**src/io_bank_params.svh**
```systemverilog
/*
  constants of the i/o control register bank: word indices,
  field positions, reset values and used-bit masks.
  assumes an includer that reads them by name only.
*/
// Contract
// - reading a flag register clears its flags
// - unused bits read zero, ignore writes
// - serial flag in bit 0, resets 0
// - port and key flags, reset 0
// - stopwatch 1 Hz and 10 Hz flags
// - tick 2, 8, 32 Hz flags, reset 0
// - tick 2/8/32 Hz enables, read/write, reset 0
// - output lines follow bits, reset high
// - frequency output on when bit 0 low
// - buzzer outputs on when bits low
// - direction and pull-up bits, reset 0
// - timer clear strobes, read back zero
// - stopwatch run bit, read/write, reset 0
// - heavy-load bit resets 1, fast variant 0
// - lcd static, blank-all, light-all controls
// - buzzer pitch select, reset 0
// - two-bit frequency output select, reset 0
`ifndef IO_BANK_PARAMS_SVH
`define IO_BANK_PARAMS_SVH
`define IX_SERIAL 10'h0EC
`define IX_PORT 10'h0ED
`define IX_SW 10'h0EE
`define IX_TICK 10'h0EF
`define IX_OUT 10'h0F3
`define IX_PDATA 10'h0F6
`define IX_TIMER 10'h0F9
`define IX_HEAVY 10'h0FA
`define IX_LCD 10'h0FB
`define IX_CFG 10'h0FC
`define IX_TONE 10'h0FD
`define IX_MSK0 10'h100
`define IX_MSK1 10'h101
`define IX_MSK2 10'h102
`define IX_MSK3 10'h103
`define VM_SERIAL 4'h1
`define VM_PORT 4'h3
`define VM_SW 4'h3
`define VM_TICK 4'h7
`define B_SW_CLR 0
`define B_SW_GO 1
`define B_TM_CLR 2
`define B_HEAVY 3
`define B_LCD_ON 1
`define B_LCD_OFF 2
`define B_LCD_STAT 3
`define B_DIR 0
`define B_PULL 1
`define B_PITCH 3
`define B_FSEL_HI 1
`define B_FSEL_LO 0
`define RST_OUT_LINE 4'hF
`define RST_LCD_OFF 1'b1
`define RST_HEAVY 1'b1
`endif

```
**src/io_bank_pkg.sv**
```systemverilog
/*
  types of the i/o control register bank: register select
  codes and the packed state record.
  assumes nothing of its surroundings.
*/
package io_bank_pkg;
  // register selected by the current bus address
  typedef enum logic [3:0] {
    SEL_NONE   = 4'h0,
    SEL_SERIAL = 4'h1,
    SEL_PORT   = 4'h2,
    SEL_SW     = 4'h3,
    SEL_TICK   = 4'h4,
    SEL_OUT    = 4'h5,
    SEL_PDATA  = 4'h6,
    SEL_TIMER  = 4'h7,
    SEL_HEAVY  = 4'h8,
    SEL_LCD    = 4'h9,
    SEL_CFG    = 4'hA,
    SEL_TONE   = 4'hB,
    SEL_MSK0   = 4'hC,
    SEL_MSK1   = 4'hD,
    SEL_MSK2   = 4'hE,
    SEL_MSK3   = 4'hF
  } reg_sel_e;

  // whole state of the bank
  typedef struct packed {
    logic [3:0][3:0] flag;
    logic [3:0][3:0] mask;
    logic [3:0]      out_line;
    logic [3:0]      pdata;
    logic            dir;
    logic            pull;
    logic            sw_go;
    logic            sw_clr;
    logic            tm_clr;
    logic            heavy;
    logic            lcd_stat;
    logic            lcd_off;
    logic            lcd_on;
    logic            pitch;
    logic [1:0]      fsel;
    logic [31:0]     rdata;
    logic            slverr;
  } bank_s;
endpackage : io_bank_pkg

```
**src/io_control_register_bank.sv**
```systemverilog
/*
  i/o control register bank: event flags with read-clear,
  enables, output port, bidirectional port, timer controls,
  lcd and tone controls, all behind an apb slave.
  assumes apb master on ref_clk_i and event inputs that are
  one-cycle pulses synchronous to the same clock.
*/
// The implementer's own choice: the APB slave port.
`timescale 1ns/1ps
`default_nettype none
`include "io_bank_params.svh"

module io_control_register_bank #(
  parameter bit HIGH_SPEED = 1'b0,
  parameter int AW         = 12
) (
  // clock, reset, enable
  input  wire logic          ref_clk_i,
  input  wire logic          sys_rst_i,
  input  wire logic          ce_i,
  // apb slave
  input  wire logic          psel_i,
  input  wire logic          penable_i,
  input  wire logic          pwrite_i,
  input  wire logic [AW-1:0] paddr_i,
  input  wire logic [31:0]   pwdata_i,
  output logic      [31:0]   prdata_o,
  output logic               pready_o,
  output logic               pslverr_o,
  // event pulses from the peripherals
  input  wire logic          serial_evt_i,
  input  wire logic          pport_evt_i,
  input  wire logic          key_evt_i,
  input  wire logic          sw_1hz_evt_i,
  input  wire logic          sw_10hz_evt_i,
  input  wire logic          tick_2hz_evt_i,
  input  wire logic          tick_8hz_evt_i,
  input  wire logic          tick_32hz_evt_i,
  // output port and tone enables
  output logic      [3:0]    out_line_o,
  output logic               freq_out_on_o,
  output logic               tone_on_o,
  output logic               tone_inv_on_o,
  // bidirectional port
  input  wire logic [3:0]    bidir_line_i,
  output logic      [3:0]    bidir_line_o,
  output logic      [3:0]    bidir_line_oe_n_o,
  output logic               pullup_enable_o,
  // timer controls
  output logic               stopwatch_go_o,
  output logic               stopwatch_clear_o,
  output logic               tick_timer_clear_o,
  // mode, lcd and tone controls
  output logic               heavy_load_select_o,
  output logic               lcd_static_select_o,
  output logic               lcd_blank_all_o,
  output logic               lcd_light_all_o,
  output logic               tone_pitch_select_o,
  output logic      [1:0]    freq_out_sel_o,
  // interrupt
  output logic               irq_o
);

  // ****************************************************
  // parameter check
  // ****************************************************
  if (AW < 12)
  begin : g_bad_aw
    $error("address width too small for the bank");
  end

  // ****************************************************
  // functions
  // ****************************************************

  // word index to register select
  function automatic io_bank_pkg::reg_sel_e decode(
    input logic [9:0] ix
  );
    case (ix)
      `IX_SERIAL: decode = io_bank_pkg::SEL_SERIAL;
      `IX_PORT:   decode = io_bank_pkg::SEL_PORT;
      `IX_SW:     decode = io_bank_pkg::SEL_SW;
      `IX_TICK:   decode = io_bank_pkg::SEL_TICK;
      `IX_OUT:    decode = io_bank_pkg::SEL_OUT;
      `IX_PDATA:  decode = io_bank_pkg::SEL_PDATA;
      `IX_TIMER:  decode = io_bank_pkg::SEL_TIMER;
      `IX_HEAVY:  decode = io_bank_pkg::SEL_HEAVY;
      `IX_LCD:    decode = io_bank_pkg::SEL_LCD;
      `IX_CFG:    decode = io_bank_pkg::SEL_CFG;
      `IX_TONE:   decode = io_bank_pkg::SEL_TONE;
      `IX_MSK0:   decode = io_bank_pkg::SEL_MSK0;
      `IX_MSK1:   decode = io_bank_pkg::SEL_MSK1;
      `IX_MSK2:   decode = io_bank_pkg::SEL_MSK2;
      `IX_MSK3:   decode = io_bank_pkg::SEL_MSK3;
      default:    decode = io_bank_pkg::SEL_NONE;
    endcase
  endfunction : decode

  // used bits of flag slot k and its enable register
  function automatic logic [3:0] used_bits(
    input logic [1:0] k
  );
    case (k)
      2'h0:    used_bits = `VM_SERIAL;
      2'h1:    used_bits = `VM_PORT;
      2'h2:    used_bits = `VM_SW;
      default: used_bits = `VM_TICK;
    endcase
  endfunction : used_bits

  // ****************************************************
  // state and address decode
  // ****************************************************
  io_bank_pkg::bank_s   cur_ff;
  io_bank_pkg::bank_s   nxt_bank;
  io_bank_pkg::reg_sel_e sel;
  logic                 setup;
  logic                 acc;
  logic                 is_flag;
  logic                 is_mask;
  logic [1:0]           fk;
  logic [1:0]           mk;
  logic [3:0]           rd4;
  logic [3:0]           pin_or_data;
  logic [3:0][3:0]      ev;

  // bus phases and selected slot
  assign setup   = psel_i & ~penable_i;
  assign acc     = psel_i & penable_i;
  assign sel     = decode(paddr_i[11:2]);
  assign is_flag = (sel >= io_bank_pkg::SEL_SERIAL) &&
                   (sel <= io_bank_pkg::SEL_TICK);
  assign is_mask = (sel >= io_bank_pkg::SEL_MSK0);
  assign fk      = 2'(sel - io_bank_pkg::SEL_SERIAL);
  assign mk      = sel[1:0];

  // events gathered by flag register, unused bits zero
  assign ev[0] = {3'h0, serial_evt_i};
  assign ev[1] = {2'h0, pport_evt_i, key_evt_i};
  assign ev[2] = {2'h0, sw_1hz_evt_i, sw_10hz_evt_i};
  assign ev[3] = {1'b0, tick_2hz_evt_i, tick_8hz_evt_i, tick_32hz_evt_i};

  // port pins when input, latch when output
  assign pin_or_data = cur_ff.dir ? cur_ff.pdata : bidir_line_i;

  // ****************************************************
  // read word
  // ****************************************************

  // value of the selected register, unused bits zero
  always_comb
  begin
    rd4 = 4'h0;
    case (sel)
      io_bank_pkg::SEL_SERIAL, io_bank_pkg::SEL_PORT,
      io_bank_pkg::SEL_SW, io_bank_pkg::SEL_TICK:
        rd4 = cur_ff.flag[fk] & used_bits(fk);
      io_bank_pkg::SEL_OUT:
        rd4 = cur_ff.out_line;
      io_bank_pkg::SEL_PDATA:
        rd4 = pin_or_data;
      io_bank_pkg::SEL_TIMER:
        rd4[`B_SW_GO] = cur_ff.sw_go;
      io_bank_pkg::SEL_HEAVY:
        rd4[`B_HEAVY] = cur_ff.heavy;
      io_bank_pkg::SEL_LCD:
      begin
        rd4[`B_LCD_STAT] = cur_ff.lcd_stat;
        rd4[`B_LCD_OFF]  = cur_ff.lcd_off;
        rd4[`B_LCD_ON]   = cur_ff.lcd_on;
      end
      io_bank_pkg::SEL_CFG:
      begin
        rd4[`B_DIR]  = cur_ff.dir;
        rd4[`B_PULL] = cur_ff.pull;
      end
      io_bank_pkg::SEL_TONE:
      begin
        rd4[`B_PITCH] = cur_ff.pitch;
        rd4[`B_FSEL_HI:`B_FSEL_LO] = cur_ff.fsel;
      end
      io_bank_pkg::SEL_MSK0, io_bank_pkg::SEL_MSK1,
      io_bank_pkg::SEL_MSK2, io_bank_pkg::SEL_MSK3:
        rd4 = cur_ff.mask[mk];
      default: rd4 = 4'h0;
    endcase
  end

  // ****************************************************
  // next state
  // ****************************************************

  // bus side effects, then events on top
  always_comb
  begin
    nxt_bank = cur_ff;
    nxt_bank.sw_clr = 1'b0;
    nxt_bank.tm_clr = 1'b0;
    // capture read word in the setup cycle
    if (setup)
    begin
      nxt_bank.rdata  = {28'h0, rd4};
      nxt_bank.slverr = (sel == io_bank_pkg::SEL_NONE);
    end
    // read of a flag register clears what was read
    if (acc && !pwrite_i && is_flag)
    begin
      nxt_bank.flag[fk] = cur_ff.flag[fk] & ~cur_ff.rdata[3:0];
    end
    if (acc && pwrite_i)
    begin
      case (sel)
        io_bank_pkg::SEL_SERIAL, io_bank_pkg::SEL_PORT,
        io_bank_pkg::SEL_SW, io_bank_pkg::SEL_TICK:
          nxt_bank.flag[fk] = cur_ff.flag[fk] & ~pwdata_i[3:0];
        io_bank_pkg::SEL_OUT:
          nxt_bank.out_line = pwdata_i[3:0];
        io_bank_pkg::SEL_PDATA:
          nxt_bank.pdata = pwdata_i[3:0];
        io_bank_pkg::SEL_TIMER:
        begin
          nxt_bank.sw_clr = pwdata_i[`B_SW_CLR];
          nxt_bank.tm_clr = pwdata_i[`B_TM_CLR];
          nxt_bank.sw_go  = pwdata_i[`B_SW_GO];
        end
        io_bank_pkg::SEL_HEAVY:
          nxt_bank.heavy = pwdata_i[`B_HEAVY];
        io_bank_pkg::SEL_LCD:
        begin
          nxt_bank.lcd_stat = pwdata_i[`B_LCD_STAT];
          nxt_bank.lcd_off  = pwdata_i[`B_LCD_OFF];
          nxt_bank.lcd_on   = pwdata_i[`B_LCD_ON];
        end
        io_bank_pkg::SEL_CFG:
        begin
          nxt_bank.dir  = pwdata_i[`B_DIR];
          nxt_bank.pull = pwdata_i[`B_PULL];
        end
        io_bank_pkg::SEL_TONE:
        begin
          nxt_bank.pitch = pwdata_i[`B_PITCH];
          nxt_bank.fsel  = pwdata_i[`B_FSEL_HI:`B_FSEL_LO];
        end
        io_bank_pkg::SEL_MSK0, io_bank_pkg::SEL_MSK1,
        io_bank_pkg::SEL_MSK2, io_bank_pkg::SEL_MSK3:
          nxt_bank.mask[mk] = pwdata_i[3:0] & used_bits(mk);
        default: nxt_bank.pdata = cur_ff.pdata;
      endcase
    end
    // events set after any clear, so they win
    for (int k = 0; k < 4; k++)
    begin
      nxt_bank.flag[k] = nxt_bank.flag[k] | (ev[k] & used_bits(2'(k)));
    end
    // fast variant has no heavy-load mode
    if (HIGH_SPEED)
    begin
      nxt_bank.heavy = 1'b0;
    end
  end

  // state register, frozen while ce_i is low
  always_ff @(posedge ref_clk_i)
  begin
    if (sys_rst_i)
    begin
      cur_ff          <= '0;
      cur_ff.out_line <= `RST_OUT_LINE;
      cur_ff.lcd_off  <= `RST_LCD_OFF;
      cur_ff.heavy    <= HIGH_SPEED ? 1'b0 : `RST_HEAVY;
    end
    else if (ce_i)
    begin
      cur_ff <= nxt_bank;
    end
  end

  // ****************************************************
  // outputs
  // ****************************************************

  // bus answer, one access cycle unless frozen
  assign pready_o  = ce_i;
  assign prdata_o  = cur_ff.rdata;
  assign pslverr_o = cur_ff.slverr;

  // output port and active-low tone enables
  assign out_line_o    = cur_ff.out_line;
  assign freq_out_on_o = ~cur_ff.out_line[0];
  assign tone_on_o     = ~cur_ff.out_line[1];
  assign tone_inv_on_o = ~cur_ff.out_line[0];

  // bidirectional port drive
  assign bidir_line_o      = cur_ff.pdata;
  assign bidir_line_oe_n_o = {4{~cur_ff.dir}};
  assign pullup_enable_o   = cur_ff.pull;

  // timer, mode, lcd and tone controls
  assign stopwatch_go_o      = cur_ff.sw_go;
  assign stopwatch_clear_o   = cur_ff.sw_clr;
  assign tick_timer_clear_o  = cur_ff.tm_clr;
  assign heavy_load_select_o = cur_ff.heavy;
  assign lcd_static_select_o = cur_ff.lcd_stat;
  assign lcd_blank_all_o     = cur_ff.lcd_off;
  assign lcd_light_all_o     = cur_ff.lcd_on;
  assign tone_pitch_select_o = cur_ff.pitch;
  assign freq_out_sel_o      = cur_ff.fsel;

  // level interrupt from enabled flags
  assign irq_o = |(cur_ff.flag & cur_ff.mask);
endmodule : io_control_register_bank
`default_nettype wire

```
**config.mk**
```make
export PLATFORM = sky130hd
export DESIGN_NAME = io_control_register_bank
export DESIGN_NICKNAME = d
export VERILOG_FILES = /design/src/io_bank_pkg.sv /design/src/io_control_register_bank.sv
export VERILOG_INCLUDE_DIRS = /design/src /design/src/src
export SDC_FILE = /design/constraint.sdc
export NUM_CORES = 1
export LEC_CHECK = 0
export BUFFER_PORTS_ARGS = -buffer_cell sky130_fd_sc_hd__clkbuf_2
export CORE_UTILIZATION = 30
export CTS_CLUSTER_SIZE = 16
export DETAILED_ROUTE_END_ITERATION = 10
export HOLD_SLACK_MARGIN = 0.12
export SYNTH_ARGS = -nofsm -noshare
export SYNTH_HDL_FRONTEND = slang
export SYNTH_SLANG_ARGS = --single-unit
```
**constraint.sdc**
```tcl
create_clock -name ref_clk_i -period 3.6 [get_ports ref_clk_i]
set_input_delay 0.36 -clock ref_clk_i [delete_from_list [all_inputs] [get_ports ref_clk_i]]
set_output_delay 0.36 -clock ref_clk_i [all_outputs]
set_load 0.02 [all_outputs]
```
### After elaboration in Yosys (flattened, before gate mapping)

Cells that the tools add are included.

* output and inout port bits: 61
* flip-flop bits (word level): 57
* logic and storage cells: 138

* equality and inequality tests: 34
* bitwise gates (word level): 17
* add/sub/neg operators: 1
* magnitude comparators: 6
* reduce and logical (&&, ||, !) cells: 24
* mux-type cells: 33

Operators by type and width (count)
* $eq A10 B8 Y1 const B: 11
* $pmux W4 S15: 1
* $mux W52: 1
* $bwmux W16: 3
* $mux W16: 3
* $eq A10 B9 Y1 const B: 4
* $mux W4: 10
* $eq A4 B4 Y1 const B: 8
* $reduce_and A3 Y1: 8
* $and A16 B16 Y16: 1
* $and A4 B4 Y4: 4
* $bmux W4 S2: 2
* $demux W4 S2: 2
* $eq A4 B3 Y1 const B: 4
* $reduce_or A16 Y1: 1
* $pmux W3 S2: 2
* $mux W3: 3
* $eq A4 B2 Y1 const B: 2
* $not A4 Y4: 2
* $or A4 B2 Y4: 2
* $pmux W1 S8: 1
* $reduce_or A4 Y1: 2
* $pmux W1 S7: 1
* $logic_and A1 B1 Y1: 6
* other kinds (21): 31

### Depth between registers and ports, before layout

Gate-level depths: netlist (run 1).

* depth after elaboration: 13
* gate-level depth with buffers: 14

### Worst setup path before layout (run 1)

Ideal clock, no wire load.

* kind: input-to-reg
* start: input paddr_i[4]
* end: register cur_ff[84] in the netlist's numbering
* stages on the path: 11
* data required time: 3.514 ns
* data arrival time: 2.893 ns
* slack: 0.621 ns
* cell sequence: buf_2 > nor4_4 > nand2_1 > o221ai_1 > buf_4 > inv_1 > ha_1 > nor2b_1 > a2111oi_2 > o21ai_0 > a221oi_2

* cells in the longest elaborated chain, start to end: 13

Ends and longest elaborated chain
* start, declared: line io_control_register_bank.sv:25 `input wire logic [AW-1:0] paddr_i,`
* $eq A10 B9 Y1 or $eq A10 B8 Y1 (tied branches): line io_control_register_bank.sv:80 `case (ix)`
* $pmux W4 S15 *: line io_control_register_bank.sv:80
* $sub A2 B1 Y2: line io_control_register_bank.sv:135 `assign fk = 2'(sel - io_bank_pkg::SEL_SERIAL);`
* $lt A2 B3 Y1 (not written as such) or $ge A2 B1 Y1 (tied branches): line io_control_register_bank.sv:209, io_control_register_bank.sv:216
* $logic_and A1 B1 Y1 (not written as such): line io_control_register_bank.sv:209, io_control_register_bank.sv:216
* $mux W4 (not written as such): line io_control_register_bank.sv:209, io_control_register_bank.sv:216
* $demux W4 S2: line io_control_register_bank.sv:209, io_control_register_bank.sv:216
* $bwmux W16: line io_control_register_bank.sv:209 `nxt_bank.flag[fk] = cur_ff.flag[fk] & ~cur_ff.rdata[3:0];`
* $mux W16: line io_control_register_bank.sv:207 `if (acc && !pwrite_i && is_flag)`
* $bwmux W16: line io_control_register_bank.sv:216 `nxt_bank.flag[fk] = cur_ff.flag[fk] & ~pwdata_i[3:0];`
* $mux W16: line io_control_register_bank.sv:213 `case (sel)`
* $mux W52 *: line io_control_register_bank.sv:211 `if (acc && pwrite_i)`
* $or A4 B3 Y4 *: line io_control_register_bank.sv:254 `nxt_bank.flag[k] = nxt_bank.flag[k] | (ev[k] & used_bits(2'(k)));`
* end signal, assigned: line io_control_register_bank.sv:275 `cur_ff <= nxt_bank;`
* end, declared: line io_control_register_bank.sv:115 `io_bank_pkg::bank_s cur_ff;`

Mark *: on every way between the ends. The rest lies on a longest branch, timed or not. The select of a mux whose other input is x is not followed.
A chain may end at the register's enable or synchronous reset.

### Worst setup path after layout (run 1)

* start: input paddr_i[5]
* end: register cur_ff (netlist bit prdata_o[0])

* cells in the longest elaborated chain, start to end: 7

Ends and longest elaborated chain
* $eq A10 B9 Y1 or $eq A10 B8 Y1 (tied branches): line io_control_register_bank.sv:80
* $pmux W4 S15 *: line io_control_register_bank.sv:80
* $sub A2 B1 Y2: line io_control_register_bank.sv:135
* $bmux W4 S2: line io_control_register_bank.sv:158 `rd4 = cur_ff.flag[fk] & used_bits(fk);`
* $mux W4 (not written as such): line io_control_register_bank.sv:158
* $and A4 B4 Y4: line io_control_register_bank.sv:158
* $pmux W1 S6 *: line io_control_register_bank.sv:155 `case (sel)`

Marked as above.

==> metrics.md, run 1 <==
| Metric | Value |
|---|---|
| Final setup TNS | 0 ns |
| Initial DRC count | ~240 |
| Fin Hold WS | approximately 0.32 ns |
| Die Ht | around 120 um |
| # fillers | roughly 1300 |
| Worst Setup Path Type | input port to register |
| Synth Warn # | 0 |
| Vias in the first global route | approximately 3200 |
| Main synth FF type | dfxtp_1 |
| Post-synth top area cell | dfxtp_1 |
| Flops & latches, synth | 57 |
| Mapped Cells | 450 |
| Drt first pass iters | 4 |
| Routed wire per std cell | roughly 16 um |
| Input/output buffers | 64 |
| Total length of routed wires | about 11000 um |
| Post-Syn Area | around 3900 um^2 |
| Post-synth EDFFs | 0 |
| Crit. End Element | register |
| CP required | approximately 3.8 ns |
| Worst-path clk slew | approximately 0.05 ns |
| Die area | 13600 um^2 |
| # Max-Cap Violations | 0 |
| Largest net degree at the start of global routing | 40 |
| Initial antenna violation count | 0 |
| Post-DRT Antenna Nets | 0 |
| Ys async rst share | 0% |
| Status | complete, no violations |
| Die width | between 100 and 150 um |
| P_leak | 1.83 nW |
| Post-CTS resize count | 0 |
| Power per cell area | around 390 nW/um^2 |
| Final core occ | a little over a third |
| IO Pins | roughly 120 |
| Comb power frac | under 10% |
| Final Setup Violations | 0 |
| Number of hold buffers added after CTS | 0 |
| Detail Placement HPWL | between 8000 and 9000 um |
| Gr ovfl total | 0 |
| Measured slew at the worst slew-check pin | about 0.78 ns |
| Final net count | between 500 and 600 |
| Slew Limit Fails | 0 |
| GRT Util Overall | ~16% |
| CTS Buf Count | 9 |
| Vias post-DR | approximately 3500 |
| Final period util | between 80% and 90% |
| Area grow syn2layout | 13.9% |
| Distinct cells, synth | 64 |
| Final Hold Vio Count | 0 |
| Seq pwr share | a little under two fifths |
| Max H-tree Level | 3 |
| Clock Path Buffers | 2 |
| Drt via density | roughly 5.3 |
| Max transition margin | between 40% and 50% |
| Root Driver | clkbuf_16 |
| Yosys top cell area share | just under 30% |
| Hold Path Class | input port to register |
| Peak VDD IR | 148 uV |
| Pwr Total | roughly 1.7 mW |
| Post-CTS setup buffers | 0 |
| Startpoint types | input port |
| Initial cell density of the core | ~30% |
| RSZ-0062 raised after global routing | no |
| Switch Pwr | between 0.4 and 0.5 mW |
| CTS tree | built |
| Skew final | 0.00723 ns |
| CP arrival | ~3.2 ns |
| Final GP Congestion | 0.877 |
| First-pass GRT wire length | around 17000 um |
| # rows | a little over 40 |
| Peak Freq | 338 MHz |
| Clk_lat worst skew | ~0.33 ns |
| P_int | about 1.3 mW |
| Post-synthesis area per instance | ~9 um^2 |
| Sequential share of the synthesized area | around 29% |
| Drc violations | 0 |
| Max FO, Critical Path | 11 |
| Tmin final | about 3.0 ns |
| Sw Share | between 20 and 30% |
| Share of cells above drive strength 1 | a little under a quarter |
| Diodes inserted | 0 |
| Clock sink total | 57 |
| Core box area | about 13000 um^2 |
| Clock Power Share | 53.1% |
| Area contributors post-synth | dfxtp_1 (29%), mux2i_1 (9.9%), buf_4 (9.4%) |
-- metal layers --
layer	wire length, um	track usage (%)
met1	4910	21.5
met2	4890	25.2
met3	773	3.84
met4	347	8.89
met5	0	0
-- worst paths after layout --
| kind | slack [ns] | startpoint | depth (start not counted) | end |
|---|---|---|---|---|
| min | 0.32 | sw_1hz_evt_i | 3 | cur_ff[78] |
| max reg2reg | 1.81 | cur_ff[44] | 5 | prdata_o[1] |
| min reg2reg | 0.46 | pslverr_o | 2 | pslverr_o |
| max | 0.64 | paddr_i[5] | 13 | prdata_o[0] |
-- placed cells by master, fill, tap and decap left out, types with 6 or more instances in the layout --
master     instances
clkbuf_2          64
dfxtp_1           57
nor2_1            48
mux2i_1           39
conb_1            28
nand2_1           18
nor2b_1           16
a21oi_1           15
inv_1             13
a31oi_1           12
nand2b_1          11
buf_4             10
nand3_1            9
clkbuf_16          9
o21ai_0            7
nand4_1            6
a22o_1             6
and3b_1            6
mux2_2             6
a311o_1            6
ha_1               6
-- metrics by stage --
step	std cells	setup WS, ns	instance area [um^2]
after global routing	662	0.411	4480
after floorplan	477	0.621	4030
after detailed placement	646	0.349	4160
final	662	0.637	4480
after CTS	662	0.680	4480
after global placement	646	0.380	4160
-- synth_stat cells (2+ instances only) --
library cell	number
a211o_1	5
a211oi_1	4
a21oi_1	15
a221oi_1	5
a222oi_1	3
a22o_1	6
a22oi_1	4
a311o_1	6
a31oi_1	12
and2_1	5
and3_1	3
and3b_1	6
and4bb_1	2
and4bb_2	2
buf_2	3
buf_4	49
clkbuf_1	24
dfxtp_1	57
ha_1	6
inv_1	13
mux2_2	6
mux2i_1	39
mux4_2	4
nand2_1	18
nand2b_1	11
nand3_1	9
nand3b_1	4
nand4_1	6
nor2_1	48
nor2b_1	16
nor3_1	3
o211a_1	3
o211ai_1	3
o21a_1	3
o21ai_0	7
o221a_1	3
o221ai_1	3
o2bb2ai_1	2
o32a_1	2
o32ai_1	3
or2_2	4
-- worst max-delay path, cell delays in order --
cell,delay (ns)
clkbuf_2,0.19
nor4_4,0.41
nand2_1,0.12
o221ai_1,0.44
inv_1,0.19
ha_1,0.26
buf_4,0.18
nor2_1,0.11
nor3_1,0.06
mux2i_1,0.37
o211ai_1,0.17
o211ai_1,0.19
a31oi_1,0.13
-- cell type report --
type / instances / area [um^2] / share of cell area [%]
repair buffers: 74 / 395 / 8.82
multi-input cells: 330 / 2360 / 52.7
well taps: 172 / 215 / 4.80
clock buffers: 9 / 225 / 5.03
flip-flops and latches: 57 / 1140 / 25.5
clock inverters: 7 / 95.1 / 2.12
inverters: 13 / 48.8 / 1.09
-- cell families after synthesis --
family / Yosys count / synth area share, %
AND/OR/NAND/NOR: 146 / 20.7
AO/OA/AOI/OAI: 98 / 19.9
buffers and inverters: 90 / 13.6
flip-flops: 57 / 29.0
multiplexers: 49 / 13.9
adder cells (fa/ha/maj): 6 / 1.91
XOR/XNOR: 3 / 0.859
other: 1 / 0.0954
-- power by group through the flow --
stage	clock, mW	combinational, mW	sequential, mW
floorplan	0	0.139	0.660
global placement	0	0.156	0.663
detailed placement	0	0.158	0.664
CTS	0.925	0.159	0.650
global route	0.951	0.176	0.651
finish	0.919	0.160	0.651
Note: power is estimated with default switching activity, not from simulation.
==> inputs of run 2 (changes only) <==
==> constraint.sdc (replaced) <==
create_clock -name ref_clk_i -period 2.8 [get_ports ref_clk_i]
set_input_delay 0.28 -clock ref_clk_i [delete_from_list [all_inputs] [get_ports ref_clk_i]]
set_output_delay 0.28 -clock ref_clk_i [all_outputs]
set_load 0.02 [all_outputs]
==> metrics.md, run 2 (synthesis results as in run 1) <==
| Metric | Value |
|---|---|
| Status | complete, no violations (unchanged) |
| Initial antenna violation count | 0 (unchanged) |
| Drc violations | 0 (unchanged) |
| Root Driver | clkbuf_16 (unchanged) |
| Max transition margin | 55.1% (was 48.3%) |
| Hold Path End | cur_ff[78] (unchanged) |
| Routed wire per std cell | 16.3 um (was 16.5 um) |
| Total length of routed wires | 11400 um (was 10900 um) |
| Largest net degree at the start of global routing | 31 (was 40) |
| Post-CTS setup buffers | 0 (unchanged) |
| Post-DRT Antenna Nets | 0 (unchanged) |
| R2R setup slack | 0.98 ns (was 1.81 ns) |
| Detail Placement HPWL | 8750 um (was 8300 um) |
| IO Pins | 123 (unchanged) |
| First-pass GRT wire length | 17900 um (was 16900 um) |
| Vias in the first global route | 3398 (was 3236) |
| CP required | 2.98 ns (was 3.81 ns) |
| Placed instance count | 682 (was 646) |
| Post-CTS resize count | 0 (unchanged) |
| Clock Path Buffers | 2 (unchanged) |
| Max incr delay on CP | 0.39 ns (was 0.44 ns) |
| Crit. End Element | register (unchanged) |
| # rows | 41 (unchanged) |
| Worst-path clk slew | 0.05 ns (about the same) |
| Commonest cells after routing, fill and taps aside | clkbuf_2 (64), dfxtp_1 (57), nor2_1 (48), buf_4 (46), mux2i_1 (39) (was clkbuf_2 (64), dfxtp_1 (57), nor2_1 (48), mux2i_1 (39), conb_1 (28)) |
| CP arrival | 2.82 ns (was 3.17 ns) |
| Die width | 116 um (unchanged) |
| Final GP Congestion | 0.879 (was 0.877) |
| Die area | 13600 um^2 (unchanged) |
| Gr ovfl total | 0 (unchanged) |
| Clock sink total | 57 (unchanged) |
| GRT Util Overall | 17.6% (was 16.5%) |
| Share of cells above drive strength 1 | 29.1% (was 23.9%) |
| Final period util | between 90 and 100% |
| Hold Path Cell Cnt | 3 (unchanged) |
| Input/output buffers | 64 (unchanged) |
| Power per cell area | 470 nW/um^2 (was 386 nW/um^2) |
| Post-Layout Inst Area | 4790 um^2 (was 4480 um^2) |
| Drt via density | 5.09 (was 5.32) |
| Vias post-DR | 3554 (was 3524) |
| Pwr Total | 2.25 mW (was 1.73 mW) |
| Reg2reg end | prdata_o[1] (unchanged) |
| Area grow syn2layout | 21.9% (was 13.9%) |
| Slew Limit Fails | 0 (unchanged) |
| Tmin final | 2.64 ns |
| Fin Hold WS | 0.233 ns (was 0.323 ns) |
| Measured slew at the worst slew-check pin | 0.674 ns (was 0.775 ns) |
| HP Start | sw_1hz_evt_i (unchanged) |
| Most common cell after layout, fill and taps aside | clkbuf_2 (unchanged) |
| Clk_lat worst skew | 0.32 ns (was 0.33 ns) |
| P_leak | 2.01 nW (was 1.83 nW) |
| Drt first pass iters | 4 (unchanged) |
| Final Setup Violations | 0 (unchanged) |
| # Max-Cap Violations | 0 (unchanged) |
| Die Ht | 116 um (unchanged) |
| RSZ-0062 raised after global routing | yes (was no) |
| Critical Path Most Common Cell | o211ai_1 (unchanged) |
| Reg2reg path depth | 5 (unchanged) |
| Worst Setup Path Type | input port to register (unchanged) |
| CTS Buf Count | 9 (unchanged) |
| Peak VDD IR | 272 uV (was 148 uV) |
| Initial DRC count | 218 (was 241) |
| Diodes inserted | 0 (unchanged) |
| Final net count | 589 (was 553) |
| Peak Freq | about 380 MHz |
| Dpl cell area | 4450 um^2 (was 4160 um^2) |
| Max H-tree Level | 3 (unchanged) |
| Final Hold Vio Count | 0 (unchanged) |
| Slowest cell on the critical path | mux2i_1 (was o221ai_1) |
| FF-to-FF Start | cur_ff[44] (unchanged) |
| Hold Path Class | input port to register (unchanged) |
| Initial cell density of the core | 30.9% (unchanged) |
| Startpoint types | input port (unchanged) |
| Crit-path cells | clkbuf_2 -> buf_4 -> and4bb_1 -> a41oi_2 -> o211ai_4 -> inv_1 -> ha_1 -> or2_2 -> nor2_1 -> nor3_1 -> mux2i_1 -> o211ai_1 -> o211ai_1 -> a31oi_1 (was clkbuf_2 -> nor4_4 -> nand2_1 -> o221ai_1 -> inv_1 -> ha_1 -> buf_4 -> nor2_1 -> nor3_1 -> mux2i_1 -> o211ai_1 -> o211ai_1 -> a31oi_1) |
| CTS tree | built (unchanged) |
| Number of hold buffers added after CTS | 0 (unchanged) |
| Core box area | 12700 um^2 (unchanged) |
| Cell Count, Final, Fillers Out | 698 (was 662) |
| Skew final | 0.00728 ns (was 0.00723 ns) |
| Max FO, Critical Path | 7 (was 11) |
## run 2: changes by cell type in the layout (fill, tap and decap cells not counted), moves of 2 or more
| cell | delta |
|---|---|
| a211oi_1 | -2 |
| a211oi_2 | +2 |
| buf_4 | +36 |
| clkbuf_1 | +3 |
| clkbuf_8 | +2 |
| clkinv_2 | -2 |
| clkinv_4 | -2 |
## run 2: how the worst max path moves through the flow
stage                           from           to  slack [ns]
final                     paddr_i[5]  prdata_o[0]        0.16
after global routing      paddr_i[5]   cur_ff[84]       -0.01
after floorplan           paddr_i[4]   cur_ff[84]       0.002
after global placement    paddr_i[5]   cur_ff[81]       -0.16
after CTS                 paddr_i[5]   cur_ff[84]        0.07
after detailed placement  paddr_i[5]   cur_ff[84]       -0.21
## run 2: area by class of cell
class / instances / area (um^2)
well taps: 172 / 215
inverters: 13 / 48.8
clock inverters: 2 / 60.1
clock buffers: 14 / 264
fillers: 1333 / 7930
flip-flops and latches: 57 / 1140
multi-input cells: 330 / 2400
repair buffers: 110 / 666
## run 2: critical path, delay by kind of cell
kind,cells,cell delay [ns]
adders and majority gates,1,0.27
AOI/OAI and AO/OA,5,0.73
muxes,1,0.39
and+or+nand+nor,4,0.67
buffers and inverters,3,0.48
## run 2: power breakdown
group	total [mW]	internal [mW]	switching, mW
registers	0.838	0.824	0.0140
logic	0.228	0.0821	0.146
clock network	1.19	0.827	0.360
total	2.25	1.73	0.519
## run 2: metal layers
| metal | track usage, % | part of all wire, % | wire [um] | vias to the layer above |
|---|---|---|---|---|
| li1 | - | - | - | 1710 |
| met1 | 23.2 | 44 | 5020 | 1713 |
| met2 | 27.5 | 48 | 5460 | 117 |
| met3 | 3.01 | 5.8 | 658 | 14 |
| met4 | 9.06 | 2.4 | 271 | 0 |
| met5 | 0 | 0 | 0 | - |
## run 2: stage by stage
stage          utilization (%)  setup WS [ns]  setup TNS [ns]
6_report                  37.7          0.161               0
3_3_place_gp              35.0         -0.158           -1.60
3_5_place_dp              35.0         -0.214           -3.43
4_1_cts                   37.5         0.0704               0
2_1_floorplan                -        0.00216               0
5_1_grt                   37.7        -0.0142         -0.0246
